--- config.mk ---
export PLATFORM = sky130hd
export DESIGN_NAME = usr_special_regs
export DESIGN_NICKNAME = d
export VERILOG_FILES = /design/src/usr_pkg.sv /design/src/usr_flag_if.sv /design/src/usr_flag_calc.sv /design/src/usr_special_regs.sv
export SDC_FILE = /design/constraint.sdc
export NUM_CORES = 1
export LEC_CHECK = 0
export BUFFER_PORTS_ARGS = -buffer_cell sky130_fd_sc_hd__buf_2
export CORE_MARGIN = 5
export CORE_UTILIZATION = 57
export CTS_BUF_LIST = sky130_fd_sc_hd__clkbuf_8
export DETAILED_ROUTE_END_ITERATION = 16
export GPL_TIMING_DRIVEN = 0
export MAX_ROUTING_LAYER = met4
export PLACE_DENSITY = 0.83
export RECOVER_POWER = 25
export SKIP_LAST_GASP = 1
export SLEW_MARGIN = 20
export SYNTH_ARGS = -nofsm -noshare
export SYNTH_HDL_FRONTEND = slang
export SYNTH_SLANG_ARGS = --single-unit
export TNS_END_PERCENT = 50
--- constraint.sdc ---
create_clock -name clk -period 5.07 [get_ports clk]
set_input_delay 0.2535 -clock clk [delete_from_list [all_inputs] [get_ports clk]]
set_output_delay 0.2535 -clock clk [all_outputs]
set_load 0.1 [all_outputs]
--- src/usr_pkg.sv ---
// Constants and types shared by the user special register block
package usr_pkg;

  // ==========================================================
  // Special-register numbers
  // ==========================================================
  localparam logic [9:0] SPR_FLAGS       = 10'h001; // Exception flags
  localparam logic [9:0] SPR_LINK        = 10'h008; // Link return address
  localparam logic [9:0] SPR_COUNT       = 10'h009; // Loop count
  localparam logic [9:0] SPR_TB_RD_LOWER = 10'h10C; // Time base low, read
  localparam logic [9:0] SPR_TB_RD_UPPER = 10'h10D; // Time base high, read
  localparam logic [9:0] SPR_TB_WR_LOWER = 10'h11C; // Time base low, write
  localparam logic [9:0] SPR_TB_WR_UPPER = 10'h11D; // Time base high, write

  // ==========================================================
  // Flag register field positions (bit 31 of the map is the MSB)
  // ==========================================================
  localparam int XF_SUMMARY  = 31; // Sticky summary overflow
  localparam int XF_OVERFLOW = 30; // Overflow
  localparam int XF_CARRY    = 29; // Carry
  localparam int XF_KEEP_HI  = 15; // Software scratch field, top
  localparam int XF_KEEP_LO  = 8;  // Software scratch field, bottom
  localparam int XF_BYTES_HI = 6;  // String byte count, top
  localparam int XF_BYTES_LO = 0;  // String byte count, bottom

  // ==========================================================
  // Masks and reset values
  // ==========================================================
  localparam logic [31:0] FLAGS_WRITE_MASK = 32'hE000FF7F; // Stored bits
  localparam logic [31:0] FLAGS_RESET      = 32'h00000000; // After reset
  localparam logic [31:0] TARGET_MASK      = 32'hFFFFFFFC; // Word align
  localparam logic [31:0] RDATA_RESET      = 32'h00000000; // Read bus idle
  localparam logic [5:0]  SHIFT_LIMIT      = 6'h20;        // Full shift

  // ==========================================================
  // Operation classes from the execution unit
  // ==========================================================
  typedef enum logic [2:0] {
    OP_OTHER,       // Cannot carry or overflow
    OP_COMPARE,     // Compare, flags untouched
    OP_ADD,         // Plain add, overflow only
    OP_SUBF,        // Plain subtract-from, overflow only
    OP_ADD_CARRY,   // Add carrying or extended
    OP_SUBF_CARRY,  // Subtract-from carrying or extended
    OP_SHIFT_ALG    // Shift right algebraic
  } usr_op_t;

endpackage : usr_pkg

--- src/usr_flag_if.sv ---
// Operand and flag signals between the register block and its calculator
`timescale 1ns/1ps
interface usr_flag_if;
  usr_pkg::usr_op_t opKind;          // Operation class
  logic             extended;        // Use stored carry as carry in
  logic             carryFlag;       // Stored carry flag
  logic [31:0]      opA;             // First operand
  logic [31:0]      opB;             // Second operand
  logic [5:0]       shiftAmt;        // Shift amount
  logic [31:0]      result;          // Whole instruction result
  logic             carryOut;        // New carry value
  logic             carryUpdate;     // Carry is to be written
  logic             overflowOut;     // New overflow value

  // Calculator side
  modport calc  (input opKind, extended, carryFlag, opA, opB, shiftAmt,
                 output result, carryOut, carryUpdate, overflowOut);
  // Register owner side
  modport owner (output opKind, extended, carryFlag, opA, opB, shiftAmt,
                 input result, carryOut, carryUpdate, overflowOut);
endinterface : usr_flag_if

--- src/usr_flag_calc.sv ---
// Result, carry and overflow of one whole integer operation
`timescale 1ns/1ps
module usr_flag_calc (
  // Operands in, flags out
  usr_flag_if.calc flags
);

  // Three-way sum with carry out of the top bit
  function automatic logic [32:0] sum3(input logic [31:0] a,
                                       input logic [31:0] b,
                                       input logic        cin);
    sum3 = {1'b0, a} + {1'b0, b} + {32'h00000000, cin};
  endfunction

  logic [32:0] addSum;     // Sum of the whole instruction
  logic        carryIn;    // Carry into the low bit
  logic [31:0] firstOp;    // First operand, inverted for subtract
  logic        isSub;      // Subtract-from operation
  logic [31:0] shifted;    // Algebraic shift result
  logic [31:0] lostMask;   // Bits shifted out
  logic        isCarryOp;  // Carrying add or subtract

  // Operand preparation
  always_comb begin
    isSub     = (flags.opKind == usr_pkg::OP_SUBF) ||
                (flags.opKind == usr_pkg::OP_SUBF_CARRY);
    isCarryOp = (flags.opKind == usr_pkg::OP_ADD_CARRY) ||
                (flags.opKind == usr_pkg::OP_SUBF_CARRY);
    firstOp   = isSub ? ~flags.opA : flags.opA;
    // Extended forms take the stored carry, subtract otherwise adds one
    carryIn   = flags.extended ? flags.carryFlag : isSub;
    addSum    = sum3(firstOp, flags.opB, carryIn);
  end

  // Algebraic right shift and the bits it discards
  always_comb begin
    if (flags.shiftAmt >= usr_pkg::SHIFT_LIMIT) begin
      shifted  = {32{flags.opA[31]}};
      lostMask = 32'hFFFFFFFF;
    end else begin
      shifted  = 32'($signed(flags.opA) >>> flags.shiftAmt);
      lostMask = ~(32'hFFFFFFFF << flags.shiftAmt);
    end
  end

  // Result and flag selection
  always_comb begin
    flags.result      = addSum[31:0];
    flags.carryOut    = 1'b0;
    flags.carryUpdate = 1'b0;
    // carry into sign differs from out
    flags.overflowOut = (firstOp[31] == flags.opB[31]) &&
                        (addSum[31] != firstOp[31]);
    if (flags.opKind == usr_pkg::OP_SHIFT_ALG) begin
      flags.result      = shifted;
      flags.carryOut    = flags.opA[31] && ((flags.opA & lostMask) != 0);
      flags.carryUpdate = 1'b1;
    end else if (isCarryOp) begin
      flags.carryOut    = addSum[32];
      flags.carryUpdate = 1'b1;
    end
  end

endmodule // usr_flag_calc

--- src/usr_special_regs.sv ---
// User-level special registers: flags, link, loop count and time base
//
// Function
// - Flags register, 32 bits, number 1
// - Flags come from the whole result
// - Summary overflow sticks until software clears
// - Overflow when top two carries differ
// - Carrying adds set carry from top
// - Algebraic shift carry: negative, ones lost
// - Compares leave carry and overflow alone
// - Scratch byte kept, other reserved zero
// - Low seven bits hold string count
// - Link register feeds branch, number 8
// - Link stores low bits, target drops
// - Branch with link saves next address
// - Loop count decrements and wraps, number 9
// - Loop count feeds count branch target
// - Time base is 64-bit up counter
// - Time base seen as two halves
// - User reads time base, supervisor writes
// - Time base read at 268 and 269
// - Full time base takes two reads
`timescale 1ns/1ps
module usr_special_regs (
  // Clock and reset
  input  wire logic             clk,
  input  wire logic             srst,
  // Special-register access port
  input  wire logic [9:0]       sprNum,
  input  wire logic             sprRead,
  input  wire logic             sprWrite,
  input  wire logic [31:0]      sprWdata,
  input  wire logic             supervisor,
  output logic      [31:0]      sprRdata,
  output logic                  sprRdValid,
  output logic                  sprRefused,
  // Integer operation port
  input  wire logic             opValid,
  input  wire usr_pkg::usr_op_t opKind,
  input  wire logic             opExtended,
  input  wire logic             opOverflowEnable,
  input  wire logic [31:0]      opA,
  input  wire logic [31:0]      opB,
  input  wire logic [5:0]       opShift,
  output logic      [31:0]      opResult,
  output logic                  opDone,
  // Branch unit port
  input  wire logic             brValid,
  input  wire logic             brLink,
  input  wire logic             brDecCount,
  input  wire logic [31:0]      brNextAddr,
  output logic      [31:0]      linkTarget,
  output logic      [31:0]      countTarget,
  output logic      [31:0]      loopCountNow,
  // Time base
  input  wire logic             tbTick,
  // Flag register fields
  output logic                  summaryOverflow,
  output logic                  overflowFlag,
  output logic                  carryFlag,
  output logic      [6:0]       stringBytes
);

  // ==========================================================
  // Storage
  // ==========================================================
  logic [31:0] flagsReg;        // Exception flags register
  logic [31:0] linkAddr;        // Link return address
  logic [31:0] loopCount;       // Loop count
  logic [63:0] timeBase;        // Time base counter
  logic [31:0] next_flags;      // Flags after this cycle
  logic [31:0] next_rdata;      // Read data for this access
  logic        next_refused;    // Access refused this cycle

  // ==========================================================
  // Decoding
  // ==========================================================
  logic        wrFlags;         // Write to flags register
  logic        wrLink;          // Write to link register
  logic        wrCount;         // Write to loop count
  logic        wrTbLower;       // Supervisor write, time base low
  logic        wrTbUpper;       // Supervisor write, time base high
  logic        opFlagUpdate;    // Operation may touch flags
  logic        ovUpdate;        // Overflow is written this cycle
  logic        ovSet;           // Overflow is set this cycle

  // Match a number against one register
  function automatic logic sprHit(input logic [9:0] num,
                                  input logic [9:0] target);
    sprHit = (num == target);
  endfunction

  // Drop the two low address bits of a branch target
  function automatic logic [31:0] alignTarget(input logic [31:0] addr);
    alignTarget = addr & usr_pkg::TARGET_MASK;
  endfunction

  // Write strobes
  always_comb begin
    wrFlags   = sprWrite && sprHit(sprNum, usr_pkg::SPR_FLAGS);
    wrLink    = sprWrite && sprHit(sprNum, usr_pkg::SPR_LINK);
    wrCount   = sprWrite && sprHit(sprNum, usr_pkg::SPR_COUNT);
    wrTbLower = sprWrite && supervisor &&
                sprHit(sprNum, usr_pkg::SPR_TB_WR_LOWER);
    wrTbUpper = sprWrite && supervisor &&
                sprHit(sprNum, usr_pkg::SPR_TB_WR_UPPER);
  end

  // ==========================================================
  // Flag calculator
  // ==========================================================
  usr_flag_if flagBus ();  // Operands and calculated flags

  // Drive the calculator from the operation port
  always_comb begin
    flagBus.opKind    = opKind;
    flagBus.extended  = opExtended;
    flagBus.carryFlag = flagsReg[usr_pkg::XF_CARRY];
    flagBus.opA       = opA;
    flagBus.opB       = opB;
    flagBus.shiftAmt  = opShift;
  end

  // Result, carry and overflow of the whole operation
  usr_flag_calc flagCalc (
    .flags (flagBus.calc)
  );

  // ==========================================================
  // Flags register
  // ==========================================================

  // Which flags an operation changes
  always_comb begin
    opFlagUpdate = opValid && (opKind != usr_pkg::OP_COMPARE) &&
                   (opKind != usr_pkg::OP_OTHER);
    // Only add and subtract forms can overflow, and only when enabled
    ovUpdate     = opFlagUpdate && opOverflowEnable &&
                   (opKind != usr_pkg::OP_SHIFT_ALG);
    ovSet        = ovUpdate && flagBus.overflowOut;
  end

  // Next flags value, software write first, operation on top
  always_comb begin
    next_flags = flagsReg;
    if (wrFlags) begin
      next_flags = sprWdata & usr_pkg::FLAGS_WRITE_MASK;
    end
    if (opFlagUpdate && flagBus.carryUpdate) begin
      next_flags[usr_pkg::XF_CARRY] = flagBus.carryOut;
    end
    if (ovUpdate) begin
      next_flags[usr_pkg::XF_OVERFLOW] = flagBus.overflowOut;
    end
    if (ovSet) begin
      next_flags[usr_pkg::XF_SUMMARY] = 1'b1;
    end
  end

  // Flags register update
  always_ff @(posedge clk) begin
    if (srst) begin
      flagsReg <= usr_pkg::FLAGS_RESET;
    end else begin
      flagsReg <= next_flags;
    end
  end

  // Operation result register
  always_ff @(posedge clk) begin
    if (srst) begin
      opResult <= usr_pkg::RDATA_RESET;
      opDone   <= 1'b0;
    end else begin
      opDone <= opValid;
      if (opValid) begin
        opResult <= flagBus.result;
      end
    end
  end

  // ==========================================================
  // Link and loop count
  // ==========================================================

  // Link register, untouched by reset
  always_ff @(posedge clk) begin
    if (wrLink) begin
      linkAddr <= sprWdata;
    end else if (brValid && brLink) begin
      linkAddr <= brNextAddr;
    end
  end

  // Loop count register, untouched by reset
  always_ff @(posedge clk) begin
    if (wrCount) begin
      loopCount <= sprWdata;
    end else if (brValid && brDecCount) begin
      loopCount <= loopCount - 32'h00000001;
    end
  end

  // ==========================================================
  // Time base
  // ==========================================================

  // Counter, untouched by reset
  always_ff @(posedge clk) begin
    if (wrTbLower || wrTbUpper) begin
      if (wrTbLower) begin
        timeBase[31:0] <= sprWdata;
      end
      if (wrTbUpper) begin
        timeBase[63:32] <= sprWdata;
      end
    end else if (tbTick) begin
      timeBase <= timeBase + 64'h0000000000000001;
    end
  end

  // ==========================================================
  // Read port
  // ==========================================================

  // Read data and refusal decode
  always_comb begin
    next_rdata   = usr_pkg::RDATA_RESET;
    next_refused = 1'b0;
    if (sprRead) begin
      unique case (sprNum)
        usr_pkg::SPR_FLAGS: begin
          next_rdata = flagsReg;
        end
        usr_pkg::SPR_LINK: begin
          next_rdata = linkAddr;
        end
        usr_pkg::SPR_COUNT: begin
          next_rdata = loopCount;
        end
        usr_pkg::SPR_TB_RD_LOWER: begin
          next_rdata = timeBase[31:0];
        end
        usr_pkg::SPR_TB_RD_UPPER: begin
          next_rdata = timeBase[63:32];
        end
        default: begin
          // Unknown number reads zero and is refused
          next_refused = 1'b1;
        end
      endcase
    end
    if (sprWrite) begin
      // User write at a time base number, or any unknown number
      if (sprHit(sprNum, usr_pkg::SPR_TB_WR_LOWER) ||
          sprHit(sprNum, usr_pkg::SPR_TB_WR_UPPER)) begin
        next_refused = !supervisor;
      end else if (!(wrFlags || wrLink || wrCount)) begin
        next_refused = 1'b1;
      end
    end
  end

  // Read data register, one cycle after the request
  always_ff @(posedge clk) begin
    if (srst) begin
      sprRdata   <= usr_pkg::RDATA_RESET;
      sprRdValid <= 1'b0;
      sprRefused <= 1'b0;
    end else begin
      sprRdValid <= sprRead;
      sprRefused <= next_refused;
      if (sprRead) begin
        sprRdata <= next_rdata;
      end
    end
  end

  // ==========================================================
  // Direct outputs
  // ==========================================================

  // Branch targets and flag fields
  always_comb begin
    linkTarget      = alignTarget(linkAddr);
    countTarget     = alignTarget(loopCount);
    loopCountNow    = loopCount;
    summaryOverflow = flagsReg[usr_pkg::XF_SUMMARY];
    overflowFlag    = flagsReg[usr_pkg::XF_OVERFLOW];
    carryFlag       = flagsReg[usr_pkg::XF_CARRY];
    stringBytes     = flagsReg[usr_pkg::XF_BYTES_HI:usr_pkg::XF_BYTES_LO];
  end

endmodule // usr_special_regs

==> results.yml <==
power:
  internal-power_mw: 3.25
  sequentialPowerShare_pct: 37.8
  swShare_pct: 40.9
  vdd.ir_drop.worst_mv: 0.191
  p_clk_share_pct: 27.9
  leakage_nw: 6.97
  netSwitchingPower_mw: 2.25
  p_comb_share_pct: 34.3
  powerDensity_nw_per_um2: 302
timing:
  period_share_pct: 92.1
  worstMarginPinSlew_ps: 1350
  setup_viol: 0
  slew_headroom_pct: 10.4
  setup_tns_ps: 0
  rsz0062_at_grt: "false"
  fin_skew_ps: 27.7
  drv_slew: 0
  finalCriticalPeriod_ps: 4670
  clock.fmax_mhz: 214
  hold_viol_final: 0
  fin_ws_ps: 403
job:
  cap_violations: 0
grt:
  grt-ovfl-total: 0
  antenna_found_initial: 0
  grt_pass1_vias: 15728
  groute.usage.overall_pct: 41.5
  grt_pass1_wl_mm: 95.0
  grt_start_max_net_pins: 33
floorplan:
  dieArea_um2: 30300
  io_pins: 332
  row_count: 60
  die_y_um: 174
  die_w_um: 174
  core_region_area_um2: 26700
  start_util_pct: 57.4
critical_path:
  startpoint: "opKind[1]"
  worstPathRequired_ps: 5500
  r2r-start: "flagsReg[29]"
  arrival_ps: 5090
  critPathKind: "input pin to flop"
  critical-path-top-delay-family: "compound AO/OA/AOI/OAI gates"
  crit_fanout: 10
  worst_setup_path_end_kind: "flop"
  critPathMaxStageDelay_ps: 640
  path_cells: "buf_2, xor2_1, nand2_1, buf_1, o21ai_0, fa_1, fa_1, a211oi_1, o211ai_1, nand2_1, o21ai_1, o31ai_2, o21ba_2, xor2_1, o21ai_0"
  cp_num_buf_inv: 2
  slowest_stage: "buf_1"
  start_kind: "input pin"
route:
  drt-total-wl_mm: 64.2
  drt_iter0_drc: 2839
  vias: 16550
  avgViaCountPerCell: 6.64
  drc_errors: 0
  firstDrtPassIters: 8
  antenna_left: 0
  route.detailed.wl_per_inst_um: 25.8
logic_synthesis:
  syn_area_um2: 15300
  syn_inst: 1743
  ys_seq_elements: 213
  yosysWarnings: 0
  async_flop_share_pct: 0
  synth_edf_count: 128
  ys.flop_type: "edfxtp_1"
  synth_area_leaders: "edfxtp_1, dfxtp_1, a21oi_1"
  ys_seq_area_share_pct: 36.1
  yosys.cell_types.count: 76
  yosys.area.top_type: "edfxtp_1"
  synth_top_area_share_pct: 25.0
  synth.avg_cell_area_um2: 8.81
clocking:
  clk_pin_slew_ps: 60
  cts_tree: "built"
  numCtsBuffers: 38
  post-cts-setup-buffer-count: 0
  cts-root-buf: "clkbuf_8"
  clock_latency_ps: 560
  clock_path_buffers: 3
  clock_sinks: 213
  htree_levels: 2
layout:
  layout-drive-gt1-share_pct: 19.9
  n_antenna_cell: 0
  final.fill_count: 2329
  final_cells: 2492
  final_area_um2: 18200
  fin_util_pct: 68.1
  fin_nets: 2316
  area_growth_pct: 18.5
placement:
  port_buffers: 320
  dp_cells: 2412
  dp_hpwl_mm: 50.1
  place_ws_ps: -240
  gp_congestion: 1.05
  place_area_um2: 17500
worst_hold_path:
  hp-start: "brNextAddr[17]"
  hold_class: "input pin to flop"
outcome:
  status: "complete, no violations"
-- logic make-up (layout without fill, tap and decap cells) --
group / Yosys count / after routing / synth area share [%]
simple gates: 572 / 572 / 17.1
compound gates: 442 / 442 / 18.7
fa+ha+maj: 37 / 37 / 3.08
mux: 132 / 132 / 10.1
xor+xnor: 142 / 142 / 8.10
flops: 213 / 213 / 36.1
other cells: 1 / 4 / 0.0244
buf+inv: 204 / 609 / 6.80
-- routing by layer --
metal | wire length [um] | GRT usage, % | vias up
met5 | 0 | - | -
met2 | 28100 | 62.8 | 1421
met1 | 24700 | 56.1 | 7765
met4 | 3160 | 15.5 | 0
met3 | 8280 | 7.48 | 238
li1 | - | - | 7126
-- state kept, by name (all words and copies together) (netlist names), 18 cells and up --
register / cells
linkAddr: 32
sprRdata: 32
opResult: 32
flagsReg: 18
timeBase: 64
loopCountNow: 32
-- Yosys cell counts (7+ instances only) --
master / n
o21ai_0: 62
nor2_1: 201
and2_1: 14
or3_1: 8
nor4_1: 13
nand3_1: 41
a21o_1: 18
buf_4: 71
o21a_1: 8
edfxtp_1: 128
buf_2: 9
buf_1: 9
xor2_1: 53
clkbuf_1: 89
a31oi_1: 15
inv_1: 26
a222oi_1: 32
nand4_1: 23
a311oi_1: 12
a21oi_1: 176
a2111oi_0: 9
mux4_2: 12
and3_1: 14
dfxtp_1: 85
nor2b_1: 7
xnor2_1: 89
nand2b_1: 9
nand2_1: 176
mux2i_1: 56
mux2_2: 64
a211oi_1: 41
o22ai_1: 8
ha_1: 33
o211ai_1: 9
nor3_1: 34
-- stage by stage --
step / power, mW / hold WS [ps]
finish: 5.50 / 9.26
global route: 5.67 / 3.64
CTS: 5.46 / 1.28
detailed placement: 3.95 / 451
global placement: 3.93 / 443
floorplan: 3.44 / 389
-- worst register-to-register path, cell delays in order, from the launching register on --
cell	delay, ps
dfxtp_1	440
nand2_1	110
o21ai_0	120
fa_1	520
fa_1	480
a211oi_1	320
o211ai_1	170
nand2_1	170
o21ai_1	200
o31ai_2	630
o21ba_2	270
xor2_1	390
o21ai_0	170
-- final cells by class --
cell class	instances	area, um2	share of cell area, %
multi-input combinational	1329	8810	48.4
sequential	213	5550	30.5
timing repair buffer	336	1650	9.07
buffer	178	946	5.20
clock buffer	43	592	3.25
tap	341	427	2.35
clock inverter	26	121	0.667
inverter	26	97.6	0.536
-- path summary, 6_finish.rpt --
check	endpoint	slack (ps)	cells after the start
worst max register to register	opResult[26]	980	12
worst max-delay path	opResult[26]	400	15
worst min-delay path	linkAddr[17]	9	2
worst min register to register	flagsReg[15]	460	2
-- power by group through the flow --
stage / logic (mW) / registers [mW] / clock network [mW]
global route: 1.96 / 2.08 / 1.62
floorplan: 0.950 / 2.49 / 0
global placement: 1.82 / 2.10 / 0
finish: 1.89 / 2.08 / 1.53
CTS: 1.86 / 2.07 / 1.53
detailed placement: 1.85 / 2.10 / 0
-- timing repair --
action | 4_1_cts | 5_1_grt
resized for setup | 0 | 1
endpoints found under the hold margin | 11 | 0
endpoints found under the setup margin | 0 | 2
hold buffers | 11 | 0
-- placed cells by master, fill, tap and decap left out, drive strengths merged, types with 12 or more instances in the layout --
master,synthesis,final
xor2,53,53
a311oi,12,12
ha,33,33
a21oi,176,176
nor4,14,14
nand3,41,41
clkbuf,89,258
nand4,23,23
a211oi,41,41
and2,14,14
nor2,201,201
nor3,36,36
o21ai,63,63
mux2i,56,56
inv,26,49
and3,14,14
buf,89,288
a222oi,32,32
dfxtp,85,85
a31oi,15,15
edfxtp,128,128
nand2,176,176
xnor2,89,89
mux4,12,12
a21o,18,18
mux2,64,64
(Power assumes the default switching activity.)
